File: config.mk
export PLATFORM = sky130hd
export DESIGN_NAME = rci_top
export DESIGN_NICKNAME = d
export VERILOG_FILES = /design/src/include/rci_pkg.sv /design/src/design/rci_peak_check.sv /design/src/design/rci_store.sv /design/src/design/rci_top.sv
export SDC_FILE = /design/constraint.sdc
export NUM_CORES = 1
export LEC_CHECK = 0
export BUFFER_PORTS_ARGS = -buffer_cell sky130_fd_sc_hd__buf_2
export CAP_MARGIN = 20
export CORE_UTILIZATION = 50
export DETAILED_ROUTE_END_ITERATION = 16
export PLACE_DENSITY = 0.84
export SLEW_MARGIN = 15
export SYNTH_ARGS = -nofsm -noshare
export SYNTH_HDL_FRONTEND = slang
export SYNTH_SLANG_ARGS = --single-unit
File: constraint.sdc
create_clock -name CLK_I -period 13.4 [get_ports CLK_I]
set_input_delay 2.68 -clock CLK_I [delete_from_list [all_inputs] [get_ports CLK_I]]
set_output_delay 2.68 -clock CLK_I [all_outputs]
set_load 0.1 [all_outputs]
File: src/include/rci_pkg.sv
// Package for the remote command interpreter: register map, fields, codes, timing.
// Assumes a 25 MHz system clock and a host that sends parsed commands over the command port.
package rci_pkg;
  localparam int CLK_HZ = 25000000;
  localparam int BAUD_DEFAULT = 19200;
  localparam int BAUD_DIV_DEFAULT = (CLK_HZ + BAUD_DEFAULT / 2) / BAUD_DEFAULT;
  localparam logic [4:0] GPIB_ADDR_MAX = 5'h1E;
  localparam logic [4:0] GPIB_ADDR_RESET = 5'h10;
  // Peak limit in millivolts, open circuit
  localparam int PEAK_LIMIT_MV = 10400;
  localparam logic [15:0] PEAK_LIMIT = 16'(PEAK_LIMIT_MV);
  localparam logic [15:0] AMP_RESET = 16'h0000;
  localparam logic [15:0] OFFS_RESET = 16'h0000;
  localparam logic [3:0] DATA_BITS = 4'h8;
  localparam int WAVE_COUNT = 100;
  localparam int SEQ_COUNT = 10;
  localparam int STEP_COUNT = 16;
  // Register offsets
  localparam logic [7:0] REG_GPIB = 8'h00;
  localparam logic [7:0] REG_BAUD = 8'h04;
  localparam logic [7:0] REG_SERIAL = 8'h08;
  localparam logic [7:0] REG_STATUS = 8'h0C;
  localparam logic [7:0] REG_MASK = 8'h10;
  localparam logic [7:0] REG_AMP = 8'h14;
  localparam logic [7:0] REG_OFFS = 8'h18;
  localparam logic [7:0] REG_FUNCTION_SELECT = 8'h1C;
  localparam logic [7:0] REG_ERRCODE = 8'h20;
  // Status bit positions
  localparam int ST_CMD_DONE = 0;
  localparam int ST_REJECT = 1;
  localparam int ST_BAD_SYNTAX = 2;
  localparam int ST_DELETE = 3;
  localparam int ST_WIDTH = 4;
  // Serial framing field positions
  localparam int SER_PARITY_BIT = 4;
  localparam int SER_HWFLOW_BIT = 5;

  typedef enum logic [3:0] {
    OP_AMPLITUDE_SET,
    OP_OFFSET_SET,
    OP_FUNCTION_SELECT,
    OP_STD_WAVE_DEFINE,
    OP_WAVE_SIZE,
    OP_SEQ_DEFINE,
    OP_SEQUENCE_STEP_ADD,
    OP_GPIB_ADDR,
    OP_BAUD
  } rci_op_t;

  typedef enum logic [1:0] {
    FT_STANDARD_WAVE_TYPE,
    FT_USER_WAVE,
    FT_SEQUENCE
  } rci_ftype_t;

  typedef enum logic [2:0] {
    ERR_NONE,
    ERR_PEAK,
    ERR_SPACE,
    ERR_RANGE
  } rci_err_t;

  typedef struct packed {
    rci_op_t op;
    logic has_space;
    logic has_data;
    logic [15:0] arg0;
    logic [15:0] arg1;
    logic [15:0] arg2;
    logic [15:0] arg3;
  } rci_cmd_t;

  typedef struct packed {
    rci_ftype_t ftype;
    logic [6:0] number;
    logic [3:0] std_shape;
  } rci_function_select_t;
endpackage

File: src/design/rci_peak_check.sv
// Peak limit check on a candidate amplitude and offset pair.
// Assumes millivolt units, amplitude peak to peak unsigned, offset signed.
`timescale 1ns/1ns
module rci_peak_check
  import rci_pkg::*;
(
  input wire logic [15:0] amp_i,  // Peak to peak amplitude
  input wire logic signed [15:0] offs_i,  // Signed offset
  output logic ok_o  // Pair within limit
);
  logic [16:0] abs_offs;
  logic [17:0] total;

  always_comb
  begin
    abs_offs = offs_i[15] ? 17'(-offs_i) : 17'(offs_i);
    total = 18'(abs_offs) + 18'(amp_i[15:1]);
    ok_o = total < 18'(PEAK_LIMIT);
  end
endmodule

File: src/design/rci_store.sv
// Waveform and sequence bookkeeping: presence of waveforms, sequence steps.
// Assumes one operation per cycle from the interpreter, same clock.
`timescale 1ns/1ns
module rci_store
  import rci_pkg::*;
(
  input wire logic clk_i,  // System clock
  input wire logic reset_i,  // Async reset
  input wire logic size_we_i,  // Waveform size write
  input wire logic [6:0] wave_i,  // Waveform number
  input wire logic [15:0] size_i,  // Waveform size
  input wire logic seq_del_i,  // Delete whole sequence
  input wire logic step_we_i,  // Sequence step write
  input wire logic [3:0] seq_i,  // Sequence number
  input wire logic [3:0] step_i,  // Step number
  input wire logic [15:0] repeat_i,  // Repeat count
  output logic deleted_o,  // Something was removed
  output logic [WAVE_COUNT-1:0] wave_present_o  // Waveform exists
);
  logic [STEP_COUNT-1:0] step_used [SEQ_COUNT];

  always_ff @(posedge clk_i or posedge reset_i)
  begin
    if (reset_i)
      wave_present_o <= '0;
    else if (size_we_i && wave_i < 7'(WAVE_COUNT))
      wave_present_o[wave_i] <= (size_i != 16'h0000);
  end

  genvar g;
  generate
    for (g = 0; g < SEQ_COUNT; g++)
    begin : g_seq
      always_ff @(posedge clk_i or posedge reset_i)
      begin
        if (reset_i)
          step_used[g] <= '0;
        else if (seq_del_i && seq_i == 4'(g))
          step_used[g] <= '0;
        else if (step_we_i && seq_i == 4'(g))
          step_used[g][step_i] <= (repeat_i != 16'h0000);
      end
    end
  endgenerate

  always_ff @(posedge clk_i or posedge reset_i)
  begin
    if (reset_i)
      deleted_o <= 1'b0;
    else
      // Flag only removals of items that existed
      deleted_o <= (size_we_i && size_i == 16'h0000 && wave_i < 7'(WAVE_COUNT)
        && wave_present_o[wave_i])
        || (seq_del_i && seq_i < 4'(SEQ_COUNT) && |step_used[seq_i])
        || (step_we_i && repeat_i == 16'h0000 && seq_i < 4'(SEQ_COUNT)
        && step_used[seq_i][step_i]);
  end
endmodule

File: src/design/rci_top.sv
// Remote command interpreter: link settings, immediate execution, peak check.
// Assumes a front end that delivers parsed commands one per strobe, same clock.
// Notes on behaviour
// - GPIB address accepts 0..30; listen only when addressed at it.
// - Serial resets to 19200 baud, eight data bits, no parity, hardware flow.
// - Only baud rate is writable; framing stays fixed.
// - Each command takes effect the cycle after it arrives.
// - Reject amplitude or offset if |offset|+amplitude/2 reaches 10.4 V.
// - Function select picks standard, user wave or sequence, plus number.
// - Standard type outputs last defined built-in shape.
// - Commands without header space are refused.
// - Waveform size zero removes the waveform.
// - Sequence define without step data deletes the sequence.
// - Step add with repeat zero deletes the step.
`timescale 1ns/1ns
module rci_top
  import rci_pkg::*;
(
  input wire logic CLK_I,  // 25 MHz clock
  input wire logic RESET_I,  // Async reset, high
  input wire logic [7:0] ADDR_I,  // Register address
  input wire logic [31:0] WDATA_I,  // Register write data
  input wire logic WR_I,  // Register write strobe
  input wire logic RD_I,  // Register read strobe
  output logic [31:0] RDATA_O,  // Register read data
  input wire logic CMD_VALID_I,  // Parsed command strobe
  input wire rci_pkg::rci_cmd_t CMD_I,  // Parsed command
  input wire logic [4:0] BUS_ADDR_I,  // Address on instrument bus
  input wire logic BUS_CMD_I,  // Command arrived via instrument bus
  output logic LISTEN_O,  // Addressed on instrument bus
  output logic [15:0] BAUD_DIV_O,  // Serial baud divider
  output logic [3:0] DATA_BITS_O,  // Serial data bits
  output logic PARITY_EN_O,  // Serial parity enable
  output logic HW_FLOW_O,  // Hardware flow control
  output logic [15:0] AMP_O,  // Active amplitude, mV
  output logic [15:0] OFFS_O,  // Active offset, mV signed
  output rci_pkg::rci_function_select_t FUNCTION_SELECT_O,  // Active function
  output logic [WAVE_COUNT-1:0] WAVE_PRESENT_O,  // Waveform exists
  output logic IRQ_O  // Interrupt, level
);
  logic [4:0] gpib_addr;
  logic [15:0] baud_div;
  logic [ST_WIDTH-1:0] status;
  logic [ST_WIDTH-1:0] mask;
  logic [15:0] amp;
  logic [15:0] offs;
  rci_function_select_t function_select;
  rci_err_t err_code;
  logic [3:0] std_shape;
  logic [15:0] cand_amp;
  logic [15:0] cand_offs;
  logic peak_ok;
  logic accept;
  logic reject;
  logic bad_syntax;
  logic deleted;
  logic [ST_WIDTH-1:0] events;

  // Bus commands only count when addressed to us
  assign accept = CMD_VALID_I && (!BUS_CMD_I || BUS_ADDR_I == gpib_addr);
  assign LISTEN_O = BUS_ADDR_I == gpib_addr;

  // Candidate settings for the peak check
  always_comb
  begin
    cand_amp = amp;
    cand_offs = offs;
    if (CMD_I.op == OP_AMPLITUDE_SET)
      cand_amp = CMD_I.arg0;
    if (CMD_I.op == OP_OFFSET_SET)
      cand_offs = CMD_I.arg0;
  end

  rci_peak_check u_peak
  (
    .amp_i(cand_amp),
    .offs_i(cand_offs),
    .ok_o(peak_ok)
  );

  always_comb
  begin
    bad_syntax = accept && !CMD_I.has_space;
    reject = 1'b0;
    if (accept && CMD_I.has_space)
    begin
      unique case (CMD_I.op)
        OP_AMPLITUDE_SET, OP_OFFSET_SET: reject = !peak_ok;
        OP_GPIB_ADDR: reject = CMD_I.arg0 > 16'(GPIB_ADDR_MAX);
        OP_BAUD: reject = CMD_I.arg0 == 16'h0000;
        OP_FUNCTION_SELECT: reject = CMD_I.arg0[1:0] == 2'b11
          || CMD_I.arg1 >= 16'(WAVE_COUNT);
        default: reject = 1'b0;
      endcase
    end
  end

  wire exec = accept && CMD_I.has_space && !reject;

  always_ff @(posedge CLK_I or posedge RESET_I)
  begin
    if (RESET_I)
      gpib_addr <= GPIB_ADDR_RESET;
    else if (exec && CMD_I.op == OP_GPIB_ADDR)
      gpib_addr <= CMD_I.arg0[4:0];
    else if (WR_I && ADDR_I == REG_GPIB && WDATA_I[4:0] <= GPIB_ADDR_MAX)
      gpib_addr <= WDATA_I[4:0];
  end

  always_ff @(posedge CLK_I or posedge RESET_I)
  begin
    if (RESET_I)
      baud_div <= 16'(BAUD_DIV_DEFAULT);
    else if (exec && CMD_I.op == OP_BAUD)
      baud_div <= CMD_I.arg0;
    else if (WR_I && ADDR_I == REG_BAUD && WDATA_I[15:0] != 16'h0000)
      baud_div <= WDATA_I[15:0];
  end

  // Framing is fixed
  assign BAUD_DIV_O = baud_div;
  assign DATA_BITS_O = DATA_BITS;
  assign PARITY_EN_O = 1'b0;
  assign HW_FLOW_O = 1'b1;

  always_ff @(posedge CLK_I or posedge RESET_I)
  begin
    if (RESET_I)
    begin
      amp <= AMP_RESET;
      offs <= OFFS_RESET;
    end
    else if (exec)
    begin
      if (CMD_I.op == OP_AMPLITUDE_SET)
        amp <= CMD_I.arg0;
      if (CMD_I.op == OP_OFFSET_SET)
        offs <= CMD_I.arg0;
    end
  end

  always_ff @(posedge CLK_I or posedge RESET_I)
  begin
    if (RESET_I)
      std_shape <= 4'h0;
    else if (exec && CMD_I.op == OP_STD_WAVE_DEFINE)
      std_shape <= CMD_I.arg0[3:0];
  end

  always_ff @(posedge CLK_I or posedge RESET_I)
  begin
    if (RESET_I)
      function_select <= '{ftype: FT_STANDARD_WAVE_TYPE, number: 7'h00, std_shape: 4'h0};
    else if (exec && CMD_I.op == OP_FUNCTION_SELECT)
    begin
      function_select.ftype <= rci_ftype_t'(CMD_I.arg0[1:0]);
      function_select.number <= CMD_I.arg1[6:0];
    end
  end

  // Standard type plays whatever shape was defined last
  always_comb
  begin
    FUNCTION_SELECT_O = function_select;
    FUNCTION_SELECT_O.std_shape = std_shape;
  end

  rci_store u_store
  (
    .clk_i(CLK_I),
    .reset_i(RESET_I),
    .size_we_i(exec && CMD_I.op == OP_WAVE_SIZE),
    .wave_i(CMD_I.arg0[6:0]),
    .size_i(CMD_I.arg1),
    .seq_del_i(exec && CMD_I.op == OP_SEQ_DEFINE && !CMD_I.has_data),
    .step_we_i(exec && CMD_I.op == OP_SEQUENCE_STEP_ADD),
    .seq_i(CMD_I.arg0[3:0]),
    .step_i(CMD_I.arg3[3:0]),
    .repeat_i(CMD_I.arg2),
    .deleted_o(deleted),
    .wave_present_o(WAVE_PRESENT_O)
  );

  always_ff @(posedge CLK_I or posedge RESET_I)
  begin
    if (RESET_I)
      err_code <= ERR_NONE;
    else if (bad_syntax)
      err_code <= ERR_SPACE;
    else if (reject)
      err_code <= (CMD_I.op == OP_AMPLITUDE_SET || CMD_I.op == OP_OFFSET_SET)
        ? ERR_PEAK : ERR_RANGE;
  end

  always_comb
  begin
    events = '0;
    events[ST_CMD_DONE] = exec;
    events[ST_REJECT] = reject;
    events[ST_BAD_SYNTAX] = bad_syntax;
    events[ST_DELETE] = deleted;
  end

  // Sticky status, write one to clear, set wins
  always_ff @(posedge CLK_I or posedge RESET_I)
  begin
    if (RESET_I)
      status <= '0;
    else if (WR_I && ADDR_I == REG_STATUS)
      status <= (status & ~WDATA_I[ST_WIDTH-1:0]) | events;
    else
      status <= status | events;
  end

  always_ff @(posedge CLK_I or posedge RESET_I)
  begin
    if (RESET_I)
      mask <= '0;
    else if (WR_I && ADDR_I == REG_MASK)
      mask <= WDATA_I[ST_WIDTH-1:0];
  end

  assign IRQ_O = |(status & mask);
  assign AMP_O = amp;
  assign OFFS_O = offs;

  always_ff @(posedge CLK_I or posedge RESET_I)
  begin
    if (RESET_I)
      RDATA_O <= 32'h0000_0000;
    else if (RD_I)
    begin
      unique case (ADDR_I)
        REG_GPIB: RDATA_O <= 32'(gpib_addr);
        REG_BAUD: RDATA_O <= 32'(baud_div);
        REG_SERIAL: RDATA_O <= 32'(DATA_BITS) | (32'(HW_FLOW_O) << SER_HWFLOW_BIT)
          | (32'(PARITY_EN_O) << SER_PARITY_BIT);
        REG_STATUS: RDATA_O <= 32'(status);
        REG_MASK: RDATA_O <= 32'(mask);
        REG_AMP: RDATA_O <= 32'(amp);
        REG_OFFS: RDATA_O <= 32'(offs);
        REG_FUNCTION_SELECT: RDATA_O <= 32'(FUNCTION_SELECT_O);
        REG_ERRCODE: RDATA_O <= 32'(err_code);
        default: RDATA_O <= 32'h0000_0000;
      endcase
    end
    else
      RDATA_O <= 32'h0000_0000;
  end
endmodule

==> run summary <==
status -> finished, final reports clean
synth-to-layout area growth -> 14.42%
Post-synth EDFFs -> 0
largest net degree at the start of global routing -> 198
layout cells sized above 1 -> 26.02%
Peak VDD IR -> 0.2208 mV
#FFs+latches synth -> 353
Tmin final -> 8.448 ns
Worst-path clk slew -> 0.06 ns
Internal Power -> 2.267 mW
nets -> 2188
DR vias/cell -> 6.944
power share of the sequential group -> 30.2%
via count -> 18030
setup bufs post-CTS -> 0
FP Rows -> 72
Wirelength per Cell -> 24.44 µm
die height -> 201.2 µm
Required @ worst endpoint -> 13.82 ns
max-slew violation count -> 0
synthesized area -> 19850 µm²
WP data arrival -> 8.87 ns
switching power -> 1.871 mW
Hold Vio Cnt, Final -> 0
worst r2r path cells -> 18
r2r setup slk -> 8.03 ns
pwr dens -> 182.2 nW/µm²
Least-Margin Pin Slew -> 1.129 ns
final setup violation count -> 0
Worst setup SP type -> input port
worst stage delay on the critical path -> 0.92 ns
Switching Share -> 45.22%
Initial Util -> 51.00%
final worst-path cycle share -> 63.05%
drt total wl -> 63.46 mm
RePlAce Congestion -> 0.9663
Avg Inst Size Synth -> 10.55 µm²
drt first pass iters -> 8
Gate power share -> 43.8%
global-route wire length before repair -> 99.28 mm
core area -> 38920 µm²
die width -> 201.2 µm
synth warn -> 0
final worst slack -> 4.952 ns
PortBufs -> 271
number of global-route vias before repair -> 17510
RSZ-0062 raised after global routing -> no
dpl ws -> 4.628 ns
number of placed cells counting well taps -> 2524
Max Root-Sink Buffers -> 3
clock sinks -> 353
Seq/Total Area, Yosys -> 44.55%
max_slew headroom -> 24.74%
# diodes -> 0
max_cap viols -> 0
DRC Markers -> 0
starting DRC count in detailed routing -> 2275
later-pin clock latency in the skew report -> 0.55 ns
Clock power frac -> 25.9%
Leak -> 9.866 nW
cells resized by post-CTS repair -> 0
cts bufs inserted -> 38
initial antenna violation count -> 0
Hold Path Cell Cnt -> 1
Ports -> 322
CP most frequent cell -> nor2_1
Max stage delay cell, worst path -> o41ai_1
Antenna Violating Nets Remaining -> 0
Post-Route Setup TNS -> 0 ns
H-Tree Depth -> 2
gr ovfl total -> 0
Non-Filler Instances -> 2597
WS Path Type -> input port to register
Critical Path Fanout Max -> 42
Root Driver -> clkbuf_16
die area -> 40490 µm²
Achievable Freq -> 118.4 MHz
Worst setup EP type -> register
synth unique cells -> 85
WHS -> 0.4646 ns
Total Power -> 4.138 mW
Async SR Flop Fraction -> 100.0%
CTS tree -> done
Post-Synthesis Cells -> 1881
GRT Overall Usage -> 30.76%
critical-path cell list -> buf_2 > nor3_1 > nand2_1 > o41ai_1 > nor2_1 > xor2_1 > ha_1 > and4_1 > nand3_1 > nor4_1 > nor2_1 > xnor2_1 > o41ai_4 > a211oi_4 > buf_4 > nor4_4 > mux2_2
Clock Skews -> 0.02863 ns
ys flop type -> dfrtp_1
hold buffers post-CTS -> 0
Hold WC Path Type -> register to register
hpwl dp -> 41.69 mm
cells in the mapped netlist (all sizes together) (4+ instances only):
library cell / number / area, µm²
dfrtp: 347 / 8683
nand2: 230 / 863.3
a32o: 144 / 1441
o21ai: 128 / 651.9
clkbuf: 122 / 457.9
buf: 78 / 483.0
a21oi: 76 / 384.1
mux4: 68 / 1531
nand3: 68 / 340.3
nor2: 66 / 280.3
a31oi: 54 / 337.8
o31ai: 52 / 390.4
mux2i: 50 / 513.0
mux2: 47 / 566.8
a22oi: 45 / 337.8
nor3: 45 / 267.8
nor4: 26 / 220.2
o41ai: 24 / 229.0
a22o: 19 / 166.4
or4b: 19 / 193.9
nand2b: 18 / 112.6
ha: 16 / 200.2
xnor2: 13 / 113.9
xor2: 10 / 87.58
nand4: 9 / 56.30
nor2b: 9 / 56.30
a21o: 8 / 60.06
or4: 8 / 60.06
inv: 7 / 26.28
and3: 6 / 37.54
dfstp: 6 / 157.7
a222oi: 5 / 50.05
and2: 5 / 31.28
o211ai: 4 / 30.03
or3: 4 / 30.03
power by group through the flow:
stage,sequential (mW),combinational (mW),clock (mW)
after floorplan,1.63,1.13,0
after global placement,1.26,1.74,0
after detailed placement,1.26,1.79,0
after CTS,1.24,1.80,1.08
after global routing,1.25,1.94,1.12
final,1.25,1.81,1.07
per-stage QoR:
step           util [%]  cell area (µm²)
2_1_floorplan         -            19920
3_3_place_gp      54.80            21330
3_5_place_dp      54.82            21330
4_1_cts           58.06            22590
5_1_grt           58.35            22710
6_report          58.35            22710
registers in the layout, summed over array words and instances (netlist names):
name,count
BAUD_DIV_O,16
std_shape,4
u_store.deleted_o,1
u_store.step_used,160
u_store.wave_present_o,100
gpib_addr,5
AMP_O,16
mask,4
OFFS_O,16
status,4
RDATA_O,16
err_code,2
FUNCTION_SELECT_O,9
worst paths after layout:
kind,from,end
max in group asynchronous,RESET_I,u_store.step_used[29]
hold reg to reg,u_store.deleted_o,status[3]
hold / removal,u_store.deleted_o,status[3]
setup / recovery,CMD_I[53],OFFS_O[14]
setup reg to reg,OFFS_O[0],OFFS_O[14]
min in group asynchronous,RESET_I,u_store.wave_present_o[88]
routing by layer:
metal  part of all wire [%]  vias to the layer above  track usage, %
li1                       -                     7613               -
met1                     36                     8973           39.71
met3                     11                      217           5.718
met2                     48                     1231           49.57
met5                      0                        -               0
met4                    5.0                        0           15.94
layout make-up:
cell class,instances,area (µm²)
clock inverter,14,178.9
multi-input combinational,1341,10220
clock buffer,54,1081
fill,3111,16210
sequential,353,8841
timing repair buffer,310,1709
tap,518,648.1
inverter,7,33.78
critical path, delay by kind of cell:
family / cells / cell delay [ns]
AOI/OAI and AO/OA: 3 / 1.42
xor gates and xnor gates: 2 / 0.36
adders and majority gates: 1 / 0.43
buffers and inverters: 2 / 0.57
muxes: 1 / 0.41
and+or+nand+nor: 8 / 2.94
placed cells by master (no fill, tap or decap), types with 13 or more instances in the layout:
cell type	synthesis	routed
dfrtp_1	347	347
buf_2	32	269
nand2_1	230	230
a32o_1	144	144
o21ai_0	125	125
a21oi_1	75	75
nand3_1	68	68
mux4_2	68	68
a31oi_1	54	54
nor2_1	53	52
o31ai_1	52	52
mux2i_1	49	49
a22oi_1	45	45
clkbuf_16	0	38
mux2_2	35	35
buf_4	26	35
nor3_1	39	30
o41ai_1	23	23
conb_1	2	22
nor4_1	21	19
a22o_1	19	19
nand2b_1	18	18
or4b_1	16	16
ha_1	16	16
nor2_2	13	14
xnor2_1	13	13
cells by family after synthesis:
logic type / synth area share (%)
XOR/XNOR: 1.015
other: 0.03784
adder cells (fa/ha/maj): 1.009
AO/OA/AOI/OAI: 21.83
multiplexers: 13.16
AND/OR/NAND/NOR: 13.53
buffers and inverters: 4.873
flip-flops: 44.55
Power figures use the tool's default switching activity.
